==> src/rtl/dcpm_map.vh <==
`ifndef DCPM_MAP_VH
`define DCPM_MAP_VH

// Register offsets.
`define DCPM_ADDR_POWER_CONTROL     8'h87
`define DCPM_ADDR_OPTION_SELECT     8'h94
`define DCPM_ADDR_FAST_OSC_FINETUNE 8'hd7
`define DCPM_ADDR_CLOCK_CONTROL     8'hd8
`define DCPM_ADDR_SLOW_OSC_TRIM     8'hea
`define DCPM_ADDR_FAST_OSC_TRIM     8'hf6
`define DCPM_ADDR_AUX_CONTROL_TWO   8'hf7

// Field positions of clock_control.
`define DCPM_CC_SLOW_STOP   5
`define DCPM_CC_PERIPH_STOP 4
`define DCPM_CC_FAST_STOP   3
`define DCPM_CC_FAST_SEL    2
`define DCPM_CC_PSC_HI      1
`define DCPM_CC_PSC_LO      0

// Field positions of power_control.
`define DCPM_PC_SMOD 7
`define DCPM_PC_GF1  3
`define DCPM_PC_GF0  2
`define DCPM_PC_PD   1
`define DCPM_PC_IDL  0

// Field positions of option_select and aux_control_two.
`define DCPM_OPT_T3_SEL   6
`define DCPM_OPT_HI       6
`define DCPM_OPT_LO       2
`define DCPM_AUX_WDTE_HI  7
`define DCPM_AUX_WDTE_LO  6
`define DCPM_AUX_PWRSAV   5
`define DCPM_AUX_BANDGAP  4
`define DCPM_AUX_EEPTE    2

// Reset values, and the watchdog-enable code for always on.
`define DCPM_RST_SLOW_STOP   1'b1
`define DCPM_RST_PSC         2'b11
`define DCPM_RST_OPTION      5'h00
`define DCPM_RST_FINETUNE    5'h00
`define DCPM_RST_AUX_EEPTE   1'b1
`define DCPM_WDTE_ALWAYS     2'b11

// Prescaler encodings.
`define DCPM_PSC_DIV16 2'b00
`define DCPM_PSC_DIV4  2'b01
`define DCPM_PSC_DIV2  2'b10
`define DCPM_PSC_DIV1  2'b11

// Timing: rates in Hz, oscillator periods derived in clock cycles.
`define DCPM_MCLK_HZ      200000000
`define DCPM_FAST_OSC_HZ  16588800
`define DCPM_SLOW_OSC_HZ  131000
`define DCPM_PSC_LAST     4'hf
`define DCPM_PSC_DIV4_LAST 2'h3
`define DCPM_T3_SLOW_LAST 2'h3
`define DCPM_T3_FAST_LAST 9'h1ff

`endif

==> src/rtl/dcpm_ctrl.v <==
// The address-and-strobe port is this design's own decision.
`timescale 1ns/1ps
`default_nettype none
`include "dcpm_map.vh"

module dcpm_ctrl (
  input  wire       MCLK,
  input  wire       RESETN,
  input  wire [7:0] ADDR,
  input  wire [7:0] WDATA,
  input  wire       WR,
  input  wire       RD,
  output reg  [7:0] RDATA,
  input  wire [7:0] CFG_FAST_TRIM_WORD,
  input  wire [7:0] CFG_SLOW_TRIM_WORD,
  input  wire [1:0] EXT_INT_PIN,
  input  wire [1:0] EXT_INT_WAKE_EN,
  input  wire       PIN_CHANGE_WAKE,
  input  wire       TIMER3_IRQ,
  input  wire       INT_PENDING,
  input  wire       CKO_ENABLE,
  output reg  [4:0] MODE,
  output reg        FAST_OSC_EN,
  output reg        SLOW_OSC_EN,
  output reg  [6:0] FAST_TRIM,
  output reg  [4:0] FAST_FINETUNE,
  output reg  [4:0] SLOW_TRIM,
  output reg        CPU_CLK_EN,
  output reg        PERIPH_CLK_EN,
  output reg        TIMER3_CLK_EN,
  output reg        WDT_CLK_EN,
  output reg        CLK_OUT_HALF,
  output reg        BANDGAP_OUT_EN
);

  // Each oscillator is modelled as a tick enable at its nominal rate.
  localparam integer FAST_DIV   = `DCPM_MCLK_HZ / `DCPM_FAST_OSC_HZ;
  localparam integer SLOW_DIV   = `DCPM_MCLK_HZ / `DCPM_SLOW_OSC_HZ;
  localparam integer FAST_END   = FAST_DIV - 1;
  localparam integer SLOW_END   = SLOW_DIV - 1;
  localparam [10:0]  FAST_LAST  = FAST_END[10:0];
  localparam [10:0]  SLOW_LAST  = SLOW_END[10:0];
  localparam integer T3_SEL_BIT = `DCPM_OPT_T3_SEL - `DCPM_OPT_LO;

  localparam [4:0] ST_FAST = 5'h01;
  localparam [4:0] ST_SLOW = 5'h02;
  localparam [4:0] ST_IDLE = 5'h04;
  localparam [4:0] ST_HALT = 5'h08;
  localparam [4:0] ST_STOP = 5'h10;

  reg  [4:0]  state;
  reg  [4:0]  next_state;
  reg         slow_osc_stop;
  reg         periph_clk_stop_idle;
  reg         fast_osc_stop;
  reg         fast_clk_select;
  reg  [1:0]  sysclk_prescale;
  reg  [1:0]  active_prescale;
  reg  [2:0]  pctl_misc;
  reg         powerdown_request;
  reg         idle_request;
  reg  [4:0]  option_bits;
  reg  [4:0]  aux_bits;
  reg         boot_load;
  reg  [1:0]  pin_meta;
  reg  [1:0]  pin_sync;
  reg  [10:0] fast_cnt;
  reg  [10:0] slow_cnt;
  reg  [3:0]  psc_cnt;
  reg  [1:0]  t3_slow_cnt;
  reg  [8:0]  t3_fast_cnt;
  reg  [7:0]  next_rdata;

  wire        st_run    = state[0] | state[1];
  wire        wdt_alive = (aux_bits[4:3] == `DCPM_WDTE_ALWAYS);
  wire        fast_run  = ~fast_osc_stop & (st_run | state[2]);
  wire        slow_run  = ~state[4] | wdt_alive;
  wire        fast_tick = fast_run & (fast_cnt == FAST_LAST);
  wire        slow_tick = slow_run & (slow_cnt == SLOW_LAST);
  wire        src_tick  = fast_clk_select ? fast_tick : slow_tick;
  // A pin asks for wake-up while it is low and its wake enable is set.
  wire        pin_low   = |(~pin_sync & EXT_INT_WAKE_EN);
  wire        pin_wake  = pin_low | PIN_CHANGE_WAKE;
  wire        wr_pc     = WR & (ADDR == `DCPM_ADDR_POWER_CONTROL);
  wire        wr_cc     = WR & (ADDR == `DCPM_ADDR_CLOCK_CONTROL);
  wire        wd_fstop  = WDATA[`DCPM_CC_FAST_STOP];
  wire        wd_fsel   = WDATA[`DCPM_CC_FAST_SEL];
  wire        cc_both   = wd_fstop & wd_fsel;
  reg         sys_tick;
  // A wake source counts only in the mode that it is allowed to end.
  wire        wake_now  = (state[2] & (INT_PENDING | pin_wake)) |
                          (state[3] & (pin_wake | TIMER3_IRQ)) |
                          (state[4] & pin_wake);

  // Divider from the selected oscillator to the system clock enable.
  // The ratio in use changes only when the tick counter wraps, so no system
  // clock period is ever cut short while software changes the prescale.
  always @* begin
    case (active_prescale)
      `DCPM_PSC_DIV16: sys_tick = src_tick & (psc_cnt == `DCPM_PSC_LAST);
      `DCPM_PSC_DIV4:  sys_tick = src_tick & (psc_cnt[1:0] == `DCPM_PSC_DIV4_LAST);
      `DCPM_PSC_DIV2:  sys_tick = src_tick & psc_cnt[0];
      default:         sys_tick = src_tick;
    endcase
  end

  // Mode sequencer.
  // A power-down request beats an idle request when both are set.
  always @* begin
    next_state = state;
    case (state)
      ST_FAST, ST_SLOW: begin
        if (powerdown_request) begin
          next_state = slow_osc_stop ? ST_STOP : ST_HALT;
        end else if (idle_request) begin
          next_state = ST_IDLE;
        end else begin
          next_state = fast_clk_select ? ST_FAST : ST_SLOW;
        end
      end
      ST_IDLE: begin
        if (INT_PENDING | pin_wake) begin
          next_state = fast_clk_select ? ST_FAST : ST_SLOW;
        end
      end
      ST_HALT: begin
        if (pin_wake | TIMER3_IRQ) begin
          next_state = fast_clk_select ? ST_FAST : ST_SLOW;
        end
      end
      ST_STOP: begin
        if (pin_wake) begin
          next_state = fast_clk_select ? ST_FAST : ST_SLOW;
        end
      end
      default: next_state = ST_SLOW;
    endcase
  end

  // Read data mux.
  // Unmapped addresses read as zero.
  always @* begin
    next_rdata = 8'h00;
    if (ADDR == `DCPM_ADDR_POWER_CONTROL) begin
      next_rdata = {pctl_misc[2], 3'h0, pctl_misc[1:0], powerdown_request, idle_request};
    end else if (ADDR == `DCPM_ADDR_OPTION_SELECT) begin
      next_rdata = {1'b0, option_bits, 2'h0};
    end else if (ADDR == `DCPM_ADDR_FAST_OSC_FINETUNE) begin
      next_rdata = {3'h0, FAST_FINETUNE};
    end else if (ADDR == `DCPM_ADDR_CLOCK_CONTROL) begin
      next_rdata = {2'h0, slow_osc_stop, periph_clk_stop_idle, fast_osc_stop,
                    fast_clk_select, sysclk_prescale};
    end else if (ADDR == `DCPM_ADDR_SLOW_OSC_TRIM) begin
      next_rdata = {3'h0, SLOW_TRIM};
    end else if (ADDR == `DCPM_ADDR_FAST_OSC_TRIM) begin
      next_rdata = {1'b0, FAST_TRIM};
    end else if (ADDR == `DCPM_ADDR_AUX_CONTROL_TWO) begin
      next_rdata = {aux_bits[4:2], BANDGAP_OUT_EN, 1'b0, aux_bits[0], 2'h0};
    end
  end

  // Register bus and control registers.
  always @(posedge MCLK) begin
    if (!RESETN) begin
      RDATA                <= 8'h00;
      slow_osc_stop        <= `DCPM_RST_SLOW_STOP;
      periph_clk_stop_idle <= 1'b0;
      fast_osc_stop        <= 1'b0;
      fast_clk_select      <= 1'b0;
      sysclk_prescale      <= `DCPM_RST_PSC;
      pctl_misc            <= 3'h0;
      powerdown_request    <= 1'b0;
      idle_request         <= 1'b0;
      option_bits          <= `DCPM_RST_OPTION;
      aux_bits             <= {4'h0, `DCPM_RST_AUX_EEPTE};
      BANDGAP_OUT_EN       <= 1'b0;
      FAST_FINETUNE        <= `DCPM_RST_FINETUNE;
      FAST_TRIM            <= 7'h00;
      SLOW_TRIM            <= 5'h00;
      boot_load            <= 1'b1;
    end else begin
      RDATA     <= RD ? next_rdata : 8'h00;
      boot_load <= 1'b0;
      // The trims take the factory words in the first cycle after reset; a
      // software write in that same cycle loses to the load.
      if (boot_load) begin
        FAST_TRIM <= CFG_FAST_TRIM_WORD[6:0];
        SLOW_TRIM <= CFG_SLOW_TRIM_WORD[4:0];
      end else if (WR && ADDR == `DCPM_ADDR_FAST_OSC_TRIM) begin
        FAST_TRIM <= WDATA[6:0];
      end else if (WR && ADDR == `DCPM_ADDR_SLOW_OSC_TRIM) begin
        SLOW_TRIM <= WDATA[4:0];
      end
      if (WR && ADDR == `DCPM_ADDR_FAST_OSC_FINETUNE) begin
        FAST_FINETUNE <= WDATA[4:0];
      end
      if (WR && ADDR == `DCPM_ADDR_OPTION_SELECT) begin
        option_bits <= WDATA[`DCPM_OPT_HI:`DCPM_OPT_LO];
      end
      if (WR && ADDR == `DCPM_ADDR_AUX_CONTROL_TWO) begin
        aux_bits       <= {WDATA[`DCPM_AUX_WDTE_HI:`DCPM_AUX_WDTE_LO],
                           WDATA[`DCPM_AUX_PWRSAV], 1'b0, WDATA[`DCPM_AUX_EEPTE]};
        BANDGAP_OUT_EN <= WDATA[`DCPM_AUX_BANDGAP];
      end
      // Stop and select are gated so that the system clock never runs from an
      // oscillator that software has stopped.
      if (wr_cc) begin
        slow_osc_stop        <= WDATA[`DCPM_CC_SLOW_STOP];
        periph_clk_stop_idle <= WDATA[`DCPM_CC_PERIPH_STOP];
        sysclk_prescale      <= WDATA[`DCPM_CC_PSC_HI:`DCPM_CC_PSC_LO];
        if (state == ST_SLOW && !cc_both) begin
          fast_osc_stop <= wd_fstop;
        end
        if (!fast_osc_stop && !cc_both) begin
          fast_clk_select <= wd_fsel;
        end
      end
      // A power-down request is refused while an enabled pin already asks for
      // a wake-up, so the part never powers down on a low enabled pin. A write in the
      // same cycle as a wake-up wins, so a fresh request is not lost.
      if (wr_pc) begin
        pctl_misc         <= {WDATA[`DCPM_PC_SMOD], WDATA[`DCPM_PC_GF1], WDATA[`DCPM_PC_GF0]};
        powerdown_request <= WDATA[`DCPM_PC_PD] & ~pin_low;
        idle_request      <= WDATA[`DCPM_PC_IDL];
      end else if (wake_now) begin
        powerdown_request <= 1'b0;
        idle_request      <= 1'b0;
      end
    end
  end

  // Pin synchroniser for the external interrupt pins.
  // Only the second stage feeds logic, as the first may be metastable.
  always @(posedge MCLK) begin
    if (!RESETN) begin
      pin_meta <= 2'h3;
      pin_sync <= 2'h3;
    end else begin
      pin_meta <= EXT_INT_PIN;
      pin_sync <= pin_meta;
    end
  end

  // Oscillator models, prescaler and Timer3 source dividers.
  // A stopped oscillator holds its counter at zero and restarts with a full period.
  always @(posedge MCLK) begin
    if (!RESETN) begin
      state           <= ST_SLOW;
      fast_cnt        <= 11'h000;
      slow_cnt        <= 11'h000;
      psc_cnt         <= 4'h0;
      active_prescale <= `DCPM_RST_PSC;
      t3_slow_cnt     <= 2'h0;
      t3_fast_cnt     <= 9'h000;
    end else begin
      state <= next_state;
      if (!fast_run || fast_tick) begin
        fast_cnt <= 11'h000;
      end else begin
        fast_cnt <= fast_cnt + 11'h001;
      end
      if (!slow_run || slow_tick) begin
        slow_cnt <= 11'h000;
      end else begin
        slow_cnt <= slow_cnt + 11'h001;
      end
      if (src_tick) begin
        psc_cnt <= psc_cnt + 4'h1;
        if (psc_cnt == `DCPM_PSC_LAST) begin
          active_prescale <= sysclk_prescale;
        end
      end
      if (slow_tick) begin
        t3_slow_cnt <= t3_slow_cnt + 2'h1;
      end
      if (fast_tick) begin
        t3_fast_cnt <= t3_fast_cnt + 9'h001;
      end
    end
  end

  // Clock enables and gating per operating mode.
  // Every output is registered; the CPU, peripheral, Timer3 and watchdog enables are clean one-cycle pulses.
  always @(posedge MCLK) begin
    if (!RESETN) begin
      MODE          <= ST_SLOW;
      FAST_OSC_EN   <= 1'b1;
      SLOW_OSC_EN   <= 1'b1;
      CPU_CLK_EN    <= 1'b0;
      PERIPH_CLK_EN <= 1'b0;
      TIMER3_CLK_EN <= 1'b0;
      WDT_CLK_EN    <= 1'b0;
      CLK_OUT_HALF  <= 1'b0;
    end else begin
      MODE          <= state;
      FAST_OSC_EN   <= fast_run;
      SLOW_OSC_EN   <= slow_run;
      CPU_CLK_EN    <= sys_tick & st_run;
      PERIPH_CLK_EN <= sys_tick & (st_run | (state[2] & ~periph_clk_stop_idle));
      // Halt forces the slow source, as the fast oscillator is stopped there.
      if (option_bits[T3_SEL_BIT] && !state[3]) begin
        TIMER3_CLK_EN <= fast_tick & (t3_fast_cnt == `DCPM_T3_FAST_LAST);
      end else begin
        TIMER3_CLK_EN <= slow_tick & ~state[4] &
                         (t3_slow_cnt == `DCPM_T3_SLOW_LAST);
      end
      WDT_CLK_EN <= slow_tick & (st_run | wdt_alive);
      // The clock output is parked low while its port function is off.
      if (!CKO_ENABLE) begin
        CLK_OUT_HALF <= 1'b0;
      end else if (sys_tick && (st_run || state[2])) begin
        CLK_OUT_HALF <= ~CLK_OUT_HALF;
      end
    end
  end

endmodule // dcpm_ctrl
`default_nettype wire

==> config.mk <==
export PLATFORM = sky130hd
export DESIGN_NAME = dcpm_ctrl
export DESIGN_NICKNAME = d
export VERILOG_FILES = /design/src/rtl/dcpm_ctrl.v
export VERILOG_INCLUDE_DIRS = /design/src /design/src/rtl
export SDC_FILE = /design/constraint.sdc
export NUM_CORES = 1
export LEC_CHECK = 0
export ABC_CLOCK_PERIOD_IN_PS = 2100
export BUFFER_PORTS_ARGS = -buffer_cell sky130_fd_sc_hd__buf_2
export CAP_MARGIN = 20
export CORE_MARGIN = 1.5
export CORE_UTILIZATION = 39
export DETAILED_ROUTE_END_ITERATION = 6
export GPL_ROUTABILITY_DRIVEN = 0
export PLACE_DENSITY = 0.66
export SLEW_MARGIN = 25
export SYNTH_ARGS = -nofsm -noshare
export SYNTH_HDL_FRONTEND = slang
export SYNTH_SLANG_ARGS = --single-unit
==> constraint.sdc <==
create_clock -name MCLK -period 2.1 [get_ports MCLK]
set_input_delay 0.21 -clock MCLK [delete_from_list [all_inputs] [get_ports MCLK]]
set_output_delay 0.21 -clock MCLK [all_outputs]
set_load 0.01 [all_outputs]
== After elaboration in Yosys (flattened, before gate mapping) ==
Cells that the tools add are included.

* Add/subtract/negate cells: 5
* $mul: 0
* Equality and inequality tests: 25
* Bitwise operators: 39
* Divide/modulo/power cells: 0
* Mux-type cells: 27
* Order comparisons: 0
* Reductions and logical operators: 33
* Shift-type cells: 0

{| class="wikitable"
|+ Operators with widths
! operator !! number
|-
| $eq 8x8->1 const B || 7
|-
| $mux 8 || 7
|-
| $mux 5 || 8
|-
| $add 11x1->11 const B || 2
|-
| $and 1x1->1 || 20
|-
| $pmux 5 s4 || 1
|-
| $mux 7 || 2
|-
| $reduce_and 2->1 || 6
|-
| $eq 11x11->1 const B || 1
|-
| $eq 11x4->1 const B || 1
|-
| $or 1x1->1 || 10
|-
| $add 9x1->9 const B || 1
|-
| $eq 9x9->1 const B || 1
|-
| $logic_and 1x1->1 || 9
|-
| $eq 2x2->1 const B || 4
|-
| $ne 2x2->1 const B || 4
|-
| $reduce_or 2->1 || 4
|-
| $not 1->1 || 7
|-
| $mux 1 || 6
|-
| $reduce_bool 2->1 || 3
|-
| $eq 5x1->1 const B || 1
|-
| $eq 5x2->1 const B || 1
|-
| $eq 5x3->1 const B || 1
|-
| $eq 5x4->1 const B || 1
|-
| 15 further kinds || 21
|}

* Memories kept: 0
* Flip-flop bits (word level): 107
* Bits in read-only memories: 0
* Output and inout bits: 38
* RAM bits: 0
* Bits in latches: 0

== Logic depth before layout (Yosys ltp) ==
* Word-level depth: 10
* Gate-level depth with buffers: 8

== Worst setup path before layout ==
No wires, ideal clock.

* Path kind: register to register
* Start: register fast_cnt[0]
* End: register active_prescale[0]
* Cell stages (with the launch flop): 9
* Data required time: 2038 ps
* Path buffers: 2
* Path slack: 141 ps
* Period minus slack after synthesis: 1959 ps
* Data arrival time: 1896 ps
* Cells stage by stage: dfxtp_1 ha_1 nor4b_4 and4_1 buf_4 mux2i_2 buf_6 or3b_1 nand3_1

* Word-level cells in the longest chain between the ends: 4

{| class="wikitable"
|+ Ends and longest elaborated chain
! item !! RTL line !! RTL
|-
| from (decl) || dcpm_ctrl.v:67 || <nowiki>reg [10:0] fast_cnt;</nowiki>
|-
| from (signal assigned) || dcpm_ctrl.v:260 || <nowiki>fast_cnt <= fast_cnt + 11'h001;</nowiki>
|-
| $eq 11x4->1 || dcpm_ctrl.v:78 || <nowiki>wire fast_tick = fast_run & (fast_cnt == FAST_LAST);</nowiki>
|-
| $and 1x1->1 || dcpm_ctrl.v:78 ||
|-
| $mux 1 || dcpm_ctrl.v:80 || <nowiki>wire src_tick = fast_clk_select ? fast_tick : slow_tick;</nowiki>
|-
| $reduce_and 2->1 (no line) || -- ||
|-
| to (signal assigned) || dcpm_ctrl.v:252 || <nowiki>active_prescale <= `DCPM_RST_PSC;</nowiki>
|-
| to (signal assigned) || dcpm_ctrl.v:270 || <nowiki>active_prescale <= sysclk_prescale;</nowiki>
|-
| to (decl) || dcpm_ctrl.v:58 || <nowiki>reg [1:0] active_prescale;</nowiki>
|}

No other way between the ends.
A chain may end at the register's enable or synchronous reset.

== Worst setup path in the final report ==
* Start: register fast_cnt[1]
* End: register t3_fast_cnt[4]

* Word-level cells in the longest chain between the ends: 2

{| class="wikitable"
|+ Ends and longest elaborated chain
! item !! RTL line !! RTL
|-
| $eq 11x4->1 || dcpm_ctrl.v:78 ||
|-
| $and 1x1->1 || dcpm_ctrl.v:78 ||
|-
| to (signal assigned) || dcpm_ctrl.v:277 || <nowiki>t3_fast_cnt <= t3_fast_cnt + 9'h001;</nowiki>
|-
| to (decl) || dcpm_ctrl.v:71 || <nowiki>reg [8:0] t3_fast_cnt;</nowiki>
|}

No other way between the ends.

==> flow_summary.yaml <==
run_status:
  status: "completed"
clock_tree:
  cts-root-buf: "clkbuf_16"
  clk_path_buf_depth: 2
  cts_setup_buffers: 0
  cts_buffers: 9
  clkTransAtPathRegs_ps: 70
  numClockSinks: 107
  htree_levels: 3
  clkLatencyLatePin_ps: 350
  tritoncts: "done"
synth:
  postSynthCellCount: 533
  synth-edff-count: 0
  ys.flop_type: "dfxtp_1"
  avgSynthCellArea_um2: 8.83
  yosysSeqAreaShare_pct: 45.5
  async_flop_share_pct: 0
  ys_types: 59
  ys_top_cells_by_count: "dfxtp_1, nor2_1, nand2_1"
  yosysTopAreaCell: "dfxtp_1"
  yosys_register_bits: 107
  ys.warnings.count: 0
  syn-cell-area_mm2: 0.00471
  synth_area_leaders: "dfxtp_1, nand3_1, a21oi_1"
  synth.most_common_cell: "dfxtp_1"
  synth_nets: 587
  synth_top_cell_area_share_pct: 45.5
job:
  drv_cap: 0
global_route:
  antenna_found_initial: 0
  grtUsageTotal_pct: 19.0
  grt_max_degree: 31
  grt_pass1_vias: 4051
  grt_pass1_wl_mm: 19.3
  grt-ovfl-total: 0
finish:
  drive_above_1_share_pct: 20.7
  finalNetCount: 666
  fillers: 1122
  n_antenna_cell: 0
  fin_util_pct: 48.3
  syn_to_final_growth_pct: 19.1
timing:
  worst_hold_slack_ps: 46.4
  hold_viol: 0
  rsz0062_at_grt: "false"
  fmax_ghz: 0.517
  slew_violations: 0
  worst_pin_slew_ps: 668
  period_share_pct: 92.1
  setup_viol: 0
  slew_headroom_pct: 55.4
  min_period_ps: 1930
  skew_ps: 7.12
  finalSetupTns_ps: 0
route:
  detail_route.wirelength_mm: 11.6
  route.detailed.drc: 0
  drt_pre_antenna_iters: 5
  wl_per_cell_um: 15.4
  vias: 4218
  drt-vias-per-instance: 5.56
  antenna_left: 0
  drtIter0Drc: 267
worst_setup_path:
  critPathKind: "register to register"
  required_ps: 2380
  cp-start-kind: "register"
  arrival_ps: 2210
  critPathCaptureType: "register"
  critPathMaxFanout: 6
die:
  rows: 39
  start_util_pct: 40.5
  die-area_mm2: 0.0127
  fp.dieH_um: 113
  io_pins: 82
  core_area_mm2: 0.0116
  dieWidth_um: 113
placement:
  portBuffers: 77
  dp_hpwl_mm: 8.62
pwr:
  pwr_density_cell_mw_per_mm2: 717
  power_leakage_nw: 2.24
  ir_worst_vdd_mv: 0.376
  finalPower_mw: 4.02
worst_hold_path:
  hp-class: "input pin to register"
-- timing repair --
| item | in CTS | in global routing |
|---|---|---|
| gates resized for setup | 0 | 2 |
| endpoints found under the setup margin | 0 | 2 |
| hold buffers | 0 | 0 |
-- critical path: stages, from the launching register on --
cell and delay (ps):
dfxtp_1 400, ha_1 210, nor4b_4 240, and4_2 320, buf_4 160, nand4_1 110, or2_2 290, a21oi_1 140
-- path summary, 6_finish.rpt --
check	slack [ps]	cells past startpoint	from	endpoint
worst max-delay path	170	7	fast_cnt[1]$_SDFF_PP0_	t3_fast_cnt[4]$_SDFFE_PN0P_
worst min register to register	410	1	pin_meta[0]$_SDFF_PN1_	pin_sync[0]$_SDFF_PN1_
worst max register to register	170	7	fast_cnt[1]$_SDFF_PP0_	t3_fast_cnt[4]$_SDFFE_PN0P_
worst min-delay path	50	2	EXT_INT_PIN[0]	pin_meta[0]$_SDFF_PN1_
-- final cells by class --
type	instances	area (um2)	area share, %
well taps	143	179	3.19
inverters	10	37.5	0.670
clock buffers	12	267	4.76
flip-flops and latches	107	2140	38.2
repair buffers	97	536	9.56
multi-input cells	387	2410	43.0
clock inverters	2	35.0	0.625
-- cell usage in the layout (no fill, tap or decap), types with 2 or more instances in the layout --
cell type / instances
nand4b_2: 2
and4_1: 2
xor2_1: 14
and3_1: 10
or2_2: 2
mux2i_1: 8
buf_4: 20
a311oi_1: 7
or3_1: 7
o21ai_0: 15
or3b_2: 2
a221o_1: 2
ha_1: 10
buf_2: 77
o211a_1: 2
and2_1: 5
o21a_1: 3
a21oi_1: 43
a41o_1: 2
nor2_1: 55
dfxtp_1: 107
nor2b_1: 6
nand4_1: 8
nand3_1: 50
nand3b_1: 4
a211o_1: 2
a222oi_1: 4
nand4b_1: 3
xnor2_1: 12
clkbuf_8: 3
nand2_1: 52
a22oi_1: 6
nor3_1: 15
nand2b_1: 7
a32oi_1: 2
inv_1: 10
o41ai_1: 2
or3b_1: 3
clkbuf_16: 9
-- routing by layer --
layer | track usage, % | part of all wire (%)
met1 | 24.9 | 46
met2 | 30.0 | 45
met3 | 4.07 | 5.8
met4 | 9.11 | 2.4
met5 | 0 | 0
-- kinds of logic (layout without fill, tap and decap cells) --
family	Yosys count	after routing	synth area share (%)
buffers and inverters	39	121	3.51
xor gates and xnor gates	26	26	4.84
and+or+nand+nor	241	241	26.9
AOI/OAI and AO/OA	101	101	14.6
adders and majority gates	10	10	2.66
DFF	107	107	45.5
muxes	9	9	1.99
-- power by group --
group	total (mW)	switching, mW	internal, mW
Sequential	2.09	0.0277	2.06
Clock	1.71	0.702	1.01
Combinational	0.220	0.134	0.0865
Total	4.02	0.863	3.15
-- state kept, by name (all words and copies together), names as in the netlist, 3 cells and up --
name / flops
fast_cnt: 11
slow_cnt: 11
t3_fast_cnt: 9
RDATA: 8
FAST_TRIM: 7
FAST_FINETUNE: 5
MODE: 5
SLOW_TRIM: 5
option_bits: 5
state: 5
aux_bits: 4
psc_cnt: 4
pctl_misc: 3
-- per-stage QoR --
stage | instance area, um2 | worst slack (ps) | cells
floorplan | 4710 | 141 | 533
global placement | 5290 | 203 | 744
detailed placement | 5290 | 159 | 744
CTS | 5590 | 181 | 758
global route | 5600 | 12.1 | 758
finish | 5600 | 165 | 758
No activity file was read; power rests on OpenSTA's default activity.
